### src/drc_row_config_regs.svh
// Offsets, field positions and codes of the row configuration bank
`ifndef DRC_ROW_CONFIG_REGS_SVH
`define DRC_ROW_CONFIG_REGS_SVH

// Register indices; byte address is four times the index
`define DRC_IDX_ROW2_HIGH 10'h065
`define DRC_IDX_ROW3_LOW  10'h066
`define DRC_IDX_ROW3_HIGH 10'h067
`define DRC_IDX_ROW4_LOW  10'h068
`define DRC_IDX_ROW4_HIGH 10'h069
`define DRC_IDX_ROW5_LOW  10'h06a
`define DRC_IDX_ROW5_HIGH 10'h06b
`define DRC_IDX_ROW6_LOW  10'h06c
`define DRC_IDX_ROW6_HIGH 10'h06d

`define DRC_NUM_REGS      9
`define DRC_NUM_ROWS      4
`define DRC_CFG_RESET     8'h00
`define DRC_ADDR_W        12

// Fields of the second configuration byte
`define DRC_MAP_MSB       7
`define DRC_MAP_LSB       6
`define DRC_KIND_MSB      5
`define DRC_KIND_LSB      4
`define DRC_TOP_MSB       3
`define DRC_TOP_LSB       0

// Row technology codes
`define DRC_KIND_FPM      2'b00
`define DRC_KIND_EDO      2'b01
`define DRC_KIND_RSDRAM   2'b10
`define DRC_KIND_SDRAM    2'b11
`define DRC_MAP_OFF       2'b00
`define DRC_SCHEME_OFF    3'h0

// Bus answers
`define DRC_RESP_OKAY     2'b00
`define DRC_RESP_SLVERR   2'b10

`endif

### src/drc_pkg.sv
// Types shared by the row configuration bank
package drc_pkg;
  `include "drc_row_config_regs.svh"

  typedef logic [7:0]  drc_byte_t;
  typedef logic [11:0] drc_top_t;

  typedef struct packed {
    drc_byte_t [`DRC_NUM_REGS-1:0] cfg;
    logic                          aw_held;
    logic [`DRC_ADDR_W-1:0]        aw_addr;
    logic                          w_held;
    drc_byte_t                     w_data;
    logic                          w_lane0;
    logic                          bvalid;
    logic [1:0]                    bresp;
    logic                          rvalid;
    drc_byte_t                     rdata;
    logic [1:0]                    rresp;
    logic                          hit_valid;
    logic [`DRC_NUM_ROWS-1:0]      hit_row;
    logic [2:0]                    hit_scheme;
    logic [1:0]                    hit_kind;
  } drc_state_s;
endpackage

### src/drc_row_select.sv
// Picks the lowest enabled row whose top boundary covers an address
`timescale 1ns/1ps
`include "drc_row_config_regs.svh"
module drc_row_select
  import drc_pkg::*;
(
  // Row configuration
  input  wire drc_top_t [`DRC_NUM_ROWS-1:0] top,
  input  wire logic [`DRC_NUM_ROWS-1:0][1:0] kind,
  input  wire logic [`DRC_NUM_ROWS-1:0][1:0] map,
  // Access
  input  wire drc_top_t                     addr_hi,
  // Result
  output logic [`DRC_NUM_ROWS-1:0]          hit,
  output logic [2:0]                        scheme,
  output logic [1:0]                        hit_kind
);

  // 0 off, 1..3 async tables, 4..7 sync tables
  function automatic logic [2:0] row_scheme(input logic [1:0] k,
                                            input logic [1:0] m);
    if (k[1])
      return {1'b1, m};
    else if (m == `DRC_MAP_OFF)
      return `DRC_SCHEME_OFF;
    else
      return {1'b0, m};
  endfunction

  always_comb begin
    hit      = '0;
    scheme   = `DRC_SCHEME_OFF;
    hit_kind = `DRC_KIND_FPM;
    for (int i = `DRC_NUM_ROWS - 1; i >= 0; i--) begin
      // Not-less-than test, lowest row wins
      if (row_scheme(kind[i], map[i]) != `DRC_SCHEME_OFF &&
          top[i] >= addr_hi) begin
        hit      = '0;
        hit[i]   = 1'b1;
        scheme   = row_scheme(kind[i], map[i]);
        hit_kind = kind[i];
      end
    end
  end

endmodule // drc_row_select

### src/drc_row_config_regs.sv
// Row configuration registers with AXI4-Lite access and row decode
`timescale 1ns/1ps
`include "drc_row_config_regs.svh"
module drc_row_config_regs
  import drc_pkg::*;
(
  // Clock and reset
  input  wire logic                   aclk,
  input  wire logic                   aresetn,
  // Write address
  input  wire logic [`DRC_ADDR_W-1:0] s_axi_awaddr,
  input  wire logic [2:0]             s_axi_awprot,
  input  wire logic                   s_axi_awvalid,
  output logic                        s_axi_awready,
  // Write data
  input  wire logic [31:0]            s_axi_wdata,
  input  wire logic [3:0]             s_axi_wstrb,
  input  wire logic                   s_axi_wvalid,
  output logic                        s_axi_wready,
  // Write response
  output logic [1:0]                  s_axi_bresp,
  output logic                        s_axi_bvalid,
  input  wire logic                   s_axi_bready,
  // Read address
  input  wire logic [`DRC_ADDR_W-1:0] s_axi_araddr,
  input  wire logic [2:0]             s_axi_arprot,
  input  wire logic                   s_axi_arvalid,
  output logic                        s_axi_arready,
  // Read data
  output logic [31:0]                 s_axi_rdata,
  output logic [1:0]                  s_axi_rresp,
  output logic                        s_axi_rvalid,
  input  wire logic                   s_axi_rready,
  // Row lookup request, address bits 31:20
  input  wire logic                   lookup_valid,
  input  wire drc_top_t               lookup_addr,
  // Row lookup answer
  output logic                        row_valid,
  output logic [`DRC_NUM_ROWS-1:0]    row_select,
  output logic                        row_miss,
  output logic [2:0]                  row_scheme,
  output logic [1:0]                  row_kind
);

  drc_state_s st;
  drc_state_s next_st;

  drc_top_t [`DRC_NUM_ROWS-1:0]       top;
  logic [`DRC_NUM_ROWS-1:0][1:0]      kind;
  logic [`DRC_NUM_ROWS-1:0][1:0]      map;
  logic [`DRC_NUM_ROWS-1:0]           sel_hit;
  logic [2:0]                         sel_scheme;
  logic [1:0]                         sel_kind;
  logic                               aw_fire;
  logic                               w_fire;
  logic                               ar_fire;
  logic                               have_aw;
  logic                               have_w;
  logic [`DRC_ADDR_W-1:0]             wr_addr;
  drc_byte_t                          wr_data;
  logic                               wr_lane0;
  logic [4:0]                         wr_dec;
  logic [4:0]                         rd_dec;

  // Returns {mapped, index into cfg}
  function automatic logic [4:0] reg_index(
      input logic [`DRC_ADDR_W-1:0] a);
    logic [9:0] word;
    word = a[`DRC_ADDR_W-1:2];
    if (word >= `DRC_IDX_ROW2_HIGH && word <= `DRC_IDX_ROW6_HIGH)
      return {1'b1, 4'(word - `DRC_IDX_ROW2_HIGH)};
    else
      return 5'h00;
  endfunction

  // Row n (3..6) uses cfg[2n-5] low byte and cfg[2n-4] high byte
  always_comb begin
    for (int i = 0; i < `DRC_NUM_ROWS; i++) begin
      top[i]  = {st.cfg[2*i+2][`DRC_TOP_MSB:`DRC_TOP_LSB],
                 st.cfg[2*i+1]};
      kind[i] = st.cfg[2*i+2][`DRC_KIND_MSB:`DRC_KIND_LSB];
      map[i]  = st.cfg[2*i+2][`DRC_MAP_MSB:`DRC_MAP_LSB];
    end
  end

  drc_row_select u_select (
    .top      (top),
    .kind     (kind),
    .map      (map),
    .addr_hi  (lookup_addr),
    .hit      (sel_hit),
    .scheme   (sel_scheme),
    .hit_kind (sel_kind)
  );

  assign s_axi_awready = !st.aw_held && !st.bvalid;
  assign s_axi_wready  = !st.w_held && !st.bvalid;
  assign s_axi_arready = !st.rvalid;
  assign aw_fire       = s_axi_awvalid && s_axi_awready;
  assign w_fire        = s_axi_wvalid && s_axi_wready;
  assign ar_fire       = s_axi_arvalid && s_axi_arready;
  assign have_aw       = st.aw_held || aw_fire;
  assign have_w        = st.w_held || w_fire;
  assign wr_addr       = st.aw_held ? st.aw_addr : s_axi_awaddr;
  assign wr_data       = st.w_held ? st.w_data : s_axi_wdata[7:0];
  assign wr_lane0      = st.w_held ? st.w_lane0 : s_axi_wstrb[0];
  assign wr_dec        = reg_index(wr_addr);
  assign rd_dec        = reg_index(s_axi_araddr);

  always_comb begin
    next_st = st;
    // Write side: address and data in either order
    if (have_aw && have_w) begin
      next_st.aw_held = 1'b0;
      next_st.w_held  = 1'b0;
      next_st.bvalid  = 1'b1;
      next_st.bresp   = wr_dec[4] ? `DRC_RESP_OKAY : `DRC_RESP_SLVERR;
      if (wr_dec[4] && wr_lane0)
        next_st.cfg[wr_dec[3:0]] = wr_data;
    end else begin
      if (aw_fire) begin
        next_st.aw_held = 1'b1;
        next_st.aw_addr = s_axi_awaddr;
      end
      if (w_fire) begin
        next_st.w_held  = 1'b1;
        next_st.w_data  = s_axi_wdata[7:0];
        next_st.w_lane0 = s_axi_wstrb[0];
      end
    end
    if (st.bvalid && s_axi_bready)
      next_st.bvalid = 1'b0;
    // Read side
    if (ar_fire) begin
      next_st.rvalid = 1'b1;
      next_st.rdata  = rd_dec[4] ? st.cfg[rd_dec[3:0]] : `DRC_CFG_RESET;
      next_st.rresp  = rd_dec[4] ? `DRC_RESP_OKAY : `DRC_RESP_SLVERR;
    end else if (st.rvalid && s_axi_rready) begin
      next_st.rvalid = 1'b0;
    end
    // Row decode answer one cycle after the request
    next_st.hit_valid = lookup_valid;
    if (lookup_valid) begin
      next_st.hit_row    = sel_hit;
      next_st.hit_scheme = sel_scheme;
      next_st.hit_kind   = sel_kind;
    end
  end

  always_ff @(posedge aclk) begin
    if (!aresetn)
      st <= '0;
    else
      st <= next_st;
  end

  assign s_axi_bvalid = st.bvalid;
  assign s_axi_bresp  = st.bresp;
  assign s_axi_rvalid = st.rvalid;
  assign s_axi_rresp  = st.rresp;
  assign s_axi_rdata  = {24'h00_0000, st.rdata};
  assign row_valid    = st.hit_valid;
  assign row_select   = st.hit_row;
  assign row_miss     = st.hit_valid && (st.hit_row == '0);
  assign row_scheme   = st.hit_scheme;
  assign row_kind     = st.hit_kind;

  kind_report_a: assert property (
    @(posedge aclk) disable iff (!aresetn)
    lookup_valid && sel_hit[0] |=> row_kind == $past(kind[0]))
    else $error("row kind does not match selected row byte");

  async_disable_a: assert property (
    @(posedge aclk) disable iff (!aresetn)
    lookup_valid && !kind[0][1] && map[0] == `DRC_MAP_OFF
    |=> !row_select[0])
    else $error("disabled async row was selected");

  async_scheme_a: assert property (
    @(posedge aclk) disable iff (!aresetn)
    lookup_valid && sel_hit[0] && !kind[0][1]
    |=> row_scheme == {1'b0, $past(map[0])} && row_scheme != 3'h0)
    else $error("async row scheme wrong");

  sync_always_on_a: assert property (
    @(posedge aclk) disable iff (!aresetn)
    lookup_valid && kind[0][1] && top[0] >= lookup_addr
    |=> row_select == 4'h1 && row_scheme == {1'b1, $past(map[0])})
    else $error("sync row not selected with its scheme");

  low_byte_a: assert property (
    @(posedge aclk) disable iff (!aresetn)
    lookup_valid && lookup_addr[11:8] == st.cfg[2][3:0] &&
    lookup_addr[7:0] > st.cfg[1] |=> !row_select[0])
    else $error("row 3 taken above its low boundary byte");

  high_bits_a: assert property (
    @(posedge aclk) disable iff (!aresetn)
    lookup_valid && lookup_addr[11:8] > st.cfg[2][3:0]
    |=> !row_select[0])
    else $error("row 3 taken above its high boundary bits");

  one_row_a: assert property (
    @(posedge aclk) disable iff (!aresetn)
    row_valid |-> $onehot0(row_select) &&
    (row_miss == (row_select == 4'h0)))
    else $error("row select not one-hot or miss flag wrong");

  write_resp_a: assert property (
    @(posedge aclk) disable iff (!aresetn)
    have_aw && have_w |=> s_axi_bvalid && !s_axi_awready &&
    !s_axi_wready)
    else $error("write response missing after address and data");

  read_resp_a: assert property (
    @(posedge aclk) disable iff (!aresetn)
    ar_fire |=> s_axi_rvalid && !s_axi_arready)
    else $error("read answer missing one cycle after address");

endmodule // drc_row_config_regs

### config.mk
export PLATFORM = sky130hd
export DESIGN_NAME = drc_row_config_regs
export DESIGN_NICKNAME = d
export VERILOG_FILES = /design/src/drc_pkg.sv /design/src/drc_row_select.sv /design/src/drc_row_config_regs.sv
export VERILOG_INCLUDE_DIRS = /design/src /design/src/src
export SDC_FILE = /design/constraint.sdc
export NUM_CORES = 1
export LEC_CHECK = 0
export BUFFER_PORTS_ARGS = -buffer_cell sky130_fd_sc_hd__buf_4
export CAP_MARGIN = 15
export CORE_AREA = 2 2 155 157
export CTS_CLUSTER_SIZE = 20
export DETAILED_ROUTE_END_ITERATION = 6
export DIE_AREA = 0 0 157 159
export GPL_TIMING_DRIVEN = 0
export SLEW_MARGIN = 20
export SYNTH_ARGS = -nofsm -noshare
export SYNTH_HDL_FRONTEND = slang
export SYNTH_SLANG_ARGS = --single-unit
### constraint.sdc
create_clock -name aclk -period 6.53 [get_ports aclk]
set_input_delay 0.9795 -clock aclk [delete_from_list [all_inputs] [get_ports aclk]]
set_output_delay 0.9795 -clock aclk [all_outputs]
set_load 0.03 [all_outputs]
### Word level (Yosys, flattened, before mapping)

Cells that the tools add are included.
W data, S select, Z words.

* $add $sub $neg: 2
* order comparisons: 11
* mux-type cells: 35
* bitwise logic cells: 2
* reduce and logical (&&, ||, !) cells: 38

Operators by type and width (count)
* $bwmux W72: 1
* $ge A12 B12 Y1: 4
* $bmux W8 S4: 1
* $demux W8 S4: 1
* $mux W8: 4
* $mux W3: 8
* $ge A10 B7 Y1 const B: 2
* $le A10 B7 Y1 const B: 2
* $mux W2: 10
* $logic_and A1 B1 Y1: 17
* $mux W4: 4
* $mux W12: 1
* $reduce_bool A3 Y1: 4
* $lt A4 B5 Y1 const B: 2
* $mux W5: 2
* $logic_not A2 Y1: 4
* $sub A4 B3 Y4 const B: 2
* $reduce_and A2 Y1: 3
* $ge A4 B1 Y1 const B: 1
* $logic_not A1 Y1: 4
* $logic_not A4 Y1: 1
* $reduce_or A2 Y1: 2
* $mux W1: 3
* $logic_or A1 B1 Y1: 2
* 2 further kinds: 3

* register bits: 119
* input port bits: 86
* output and inout port bits: 52
* logic and storage cells: 111

### Depth between registers and ports, before layout

* depth in word-level cells: 9
* mapped depth: 12
* gate-level depth less buffers: 9

### By module

A second synthesis with hierarchy kept.

* cells, all modules: 808
* area total of the unflattened synthesis: 7198.2 um2

By module, submodules not included
* drc_row_config_regs: times used 1, cells each 649, area an instance 5936.9 um2, seq. area each 2302.2 um2
* drc_row_select: times used 1, cells each 159, area an instance 1261.2 um2, seq. area each 0.0 um2

### Least setup slack after synthesis

No wires, ideal clock.

* kind: in2reg
* start: in s_axi_araddr[2]
* end: reg st (netlist bit s_axi_rdata[4])
* setup time: 0.120 ns
* data arrival time: 3.531 ns
* data required time: 6.410 ns
* slack: 2.879 ns
* stages: 12
* buffers on the path: 3
* path through: clkbuf_1 > inv_1 > ha_1 > clkbuf_1 > nand3b_1 > a21oi_1 > or3_1 > clkbuf_1 > mux2i_1 > a211oi_1 > a211oi_1 > o21ai_1

* longest elaborated chain between the ends: 6
* elaborated cells between the ends (all ways): 8
* those cells by class: add/sub (1); order compare (2); mux (4); reduce/logical (1)

Ends and longest elaborated chain
* start: declaration: RTL line drc_row_config_regs.sv:25 `` input wire logic [`DRC_ADDR_W-1:0] s_axi_araddr, ``
* $ge A10 B7 Y1 (no source line) / $le A10 B7 Y1 (equally long branches)
* $logic_and A1 B1 Y1 (no source line)
* $mux W5 (*): RTL line drc_row_config_regs.sv:70 `` if (word >= `DRC_IDX_ROW2_HIGH && word <= `DRC_IDX_ROW6_HIGH) ``
* $bmux W8 S4: RTL line drc_row_config_regs.sv:136 `` next_st.rdata = rd_dec[4] ? st.cfg[rd_dec[3:0]] : `DRC_CFG_RESET; ``
* $mux W8 (implied by the code): RTL line drc_row_config_regs.sv:136
* $mux W8 (no source line) (*)
* end signal: assignment: RTL line drc_row_config_regs.sv:154 `st <= next_st;`
* end: declaration: RTL line drc_row_config_regs.sv:45 `drc_state_s st;`

Mark *: on every way between the ends. The rest lies on a longest branch, timed or not. The select of a mux whose other input is x is not followed.
A chain may end at the register's enable or synchronous reset.

### Worst setup path in the final report

* start: in s_axi_araddr[2]
* end: reg st (netlist bit s_axi_rdata[2])

The elaborated chain is that of the path after synthesis.

==> impl_metrics.toml <==
[grt]
grt_start_max_net_pins = 17
antenna_found_initial = 0
grt_pass1_wl_um = 30400
grt_usage = 0.159
grt_pass1_vias = 5570
overflow = 0

[job]
cap_violations = 0

[cells_and_area]
drive_gt1_frac = 0.209
area_growth_pct = 24.4
nNetsFinal = 1005
antennaDiodeCount = 0

[worst_setup_path]
crit_type = "in2reg"
r2r_end = "st[108]"
setup.worst_path.end_class = "flop"
worstPathRequired_ns = 6.84
worstPathMaxFanout = 10
regToRegSetupSlack_ns = 3.10
timing.rr.start = "st[46]"
ff2ff_path_depth = 10
start_kind = "primary input"
crit_arrival_ns = 4.77

[worst_hold_path]
worstHoldPathCells = 2
hold_path.startpoint = "s_axi_rdata[6]"
hold_path_end = "s_axi_rdata[6]"
hold_path_class = "reg2reg"

[route]
vias = 5801
ant_nets = 0
wire_per_inst_um = 16.0
drt-vias-per-instance = 4.84
drt_wl_total_um = 19200
drc = 0
first_iter_violations = 376
drtPass1Iterations = 5

[timing]
fmax_mhz = 225
worst_slew_pin_slew_ns = 0.972
hold_viol_final = 0
finalCritPeriodShare = 0.682
relSlewSlack = 0.350
skew_ns = 0.0113
setup_viol = 0
rsz0062_at_grt = "false"
finalSetupTns_ns = 0
min_period_ns = 4.45
slew_violations = 0

[power]
clockPowerShare = 0.526
pwr-share-seq = 0.362
power_mw = 1.97
p_int_mw = 1.50
powerDensity_mw_per_mm2 = 229
leakage_nw = 3.51
irDropWorstVdd_mv = 0.179
p_sw_uw = 471
sw_frac_of_total = 0.239
combPwrFrac = 0.112

[clock_tree]
htree_num_levels = 4
cts_hold_buf = 0
cts_made_buffers = 17
clk-insertion-delay-late_ns = 0.43
post-cts-setup-buffers = 0
ctsLongestPathBuffers = 2
cts-root-buf = "clkbuf_16"
ctsResizeCount = 0
cts_tree = "done"
clkTransAtPathRegs_ns = 0.05
clkSinkCount = 114

[logic_synthesis]
synthAdderAreaFrac = 0.0941
ys_warn_count = 0
synth_cells = 751
synth_area_leaders = "dfxtp_1 (33%), mux2i_1 (15%), ha_1 (9.4%)"
synth_cell_types = 64
yosysSeqAreaShare = 0.330
synthMuxAreaShare = 0.188
synth_top_family_by_area = "multiplexers"
synth_most_common_cell = "dfxtp_1"
yosys.area.top_type = "dfxtp_1"
synth_compound_area_frac = 0.115
synth_area_mm2 = 0.00691
synth_seq_cells = 114
avgSynthCellArea_um2 = 9.20
yosys-top-cells-count = "dfxtp_1 (114), nand2_1 (112), mux2i_1 (104), ha_1 (52), buf_4 (46)"
yosys.area_share.simple = 0.186
synth_edf_count = 0
yosys.area_share.xor_xnor = 0.00633
synth-main-ff-cell = "dfxtp_1"
yosysTopAreaCellShare = 0.330
synthArstFlopShare = 0

[placement]
gp_congestion = 0.934
hpwl_um = 15200
numPortBuffers = 72

[floorplan]
dieArea_mm2 = 0.0250
coreArea_mm2 = 0.0232
die_width_um = 157
placementRows = 56
die_height_um = 159
initial_core_util = 0.298
io_pins = 138

[run_status]
status = "completed"
kinds of logic (layout without fill, tap and decap cells):
kind of cell,after synthesis,after routing
AOI/OAI and AO/OA,116,116
and+or+nand+nor,246,246
other,1,26
xor gates and xnor gates,5,5
buffers and inverters,97,201
adders and majority gates,52,52
muxes,120,120
DFF,114,114
cells in the final DEF, fill, tap and decap left out, drive strengths merged, types with 4 or more instances in the layout:
master and instances:
nand2 112, conb 26, buf 122, inv 23
o21ai 22, nor3 10, and2 7, nor4 4
nor2b 41, a21oi 21, nor2 32, dfxtp 114
or3 4, mux2i 105, a211oi 26, clkbuf 46
nand3b 4, clkinv 5, nand3 10, mux2 8
ha 52, a21o 4, a22oi 5, a221oi 5
mux4 7, nand2b 6, o21a 4, a21boi 5
bufinv 5
per-stage QoR:
stage | cell area, um2 | hold slack [ns] | instances | setup slack [ns] | util
floorplan | 7010 | 0.426 | 776 | 2.88 | -
CTS | 8600 | 0.452 | 1199 | 2.17 | 0.371
finish | 8600 | 0.445 | 1199 | 2.08 | 0.371
global route | 8600 | 0.472 | 1199 | 1.89 | 0.371
detailed placement | 7950 | 0.445 | 1167 | 1.70 | 0.343
global placement | 7950 | 0.440 | 1167 | 1.72 | 0.343
critical path, stage by stage:
cell	delay (ns)
buf_4	0.09
clkbuf_1	0.56
inv_1	0.35
ha_1	0.29
clkbuf_1	0.17
xnor2_1	0.17
nand2_1	0.07
a21boi_1	0.78
clkbuf_1	0.59
mux4_2	0.41
a22oi_1	0.23
nand2_1	0.07
sequential cells by signal (all words and copies together) (netlist names):
name	flops
s_axi_rresp	1
st	77
map	8
s_axi_rvalid	1
s_axi_rdata	8
row_valid	1
s_axi_bresp	1
kind	8
row_scheme	3
s_axi_bvalid	1
row_select	4
row_kind	1
worst max path at each step:
stage / startpoint / to / slack [ns] / depth (start not counted)
detailed placement: s_axi_araddr[2] / s_axi_rdata[2] / 1.70 / 12
CTS: s_axi_araddr[2] / s_axi_rdata[2] / 2.17 / 12
global placement: s_axi_araddr[2] / s_axi_rdata[2] / 1.72 / 12
finish: s_axi_araddr[2] / s_axi_rdata[2] / 2.08 / 12
floorplan: s_axi_araddr[2] / s_axi_rdata[4] / 2.88 / 12
global route: s_axi_araddr[2] / s_axi_rdata[2] / 1.89 / 12
area by class of cell:
cell class                      count  area [um2]
Buffer                             74         467
Clock buffer                       22         474
Clock inverter                     10         179
Fill cell                        2337       14600
Inverter                           23        86.3
Multi-Input combinational cell    565        4170
Sequential cell                   114        2280
Tap cell                          319         399
Timing Repair Buffer               72         541
metal layers:
layer,share of wire,global-route usage
met1,0.45,0.204
met2,0.47,0.257
met3,0.060,0.0414
met4,0.022,0.0584
met5,0,0
power groups by stage:
stage / Clock, mW / Combinational, mW / Sequential (mW)
2_1_floorplan: 0 / 0.147 / 0.729
3_3_place_gp: 0 / 0.218 / 0.727
3_5_place_dp: 0 / 0.220 / 0.728
4_1_cts: 1.05 / 0.221 / 0.713
5_1_grt: 1.08 / 0.241 / 0.714
6_report: 1.04 / 0.220 / 0.713
No activity file was read; power rests on OpenSTA's default activity.
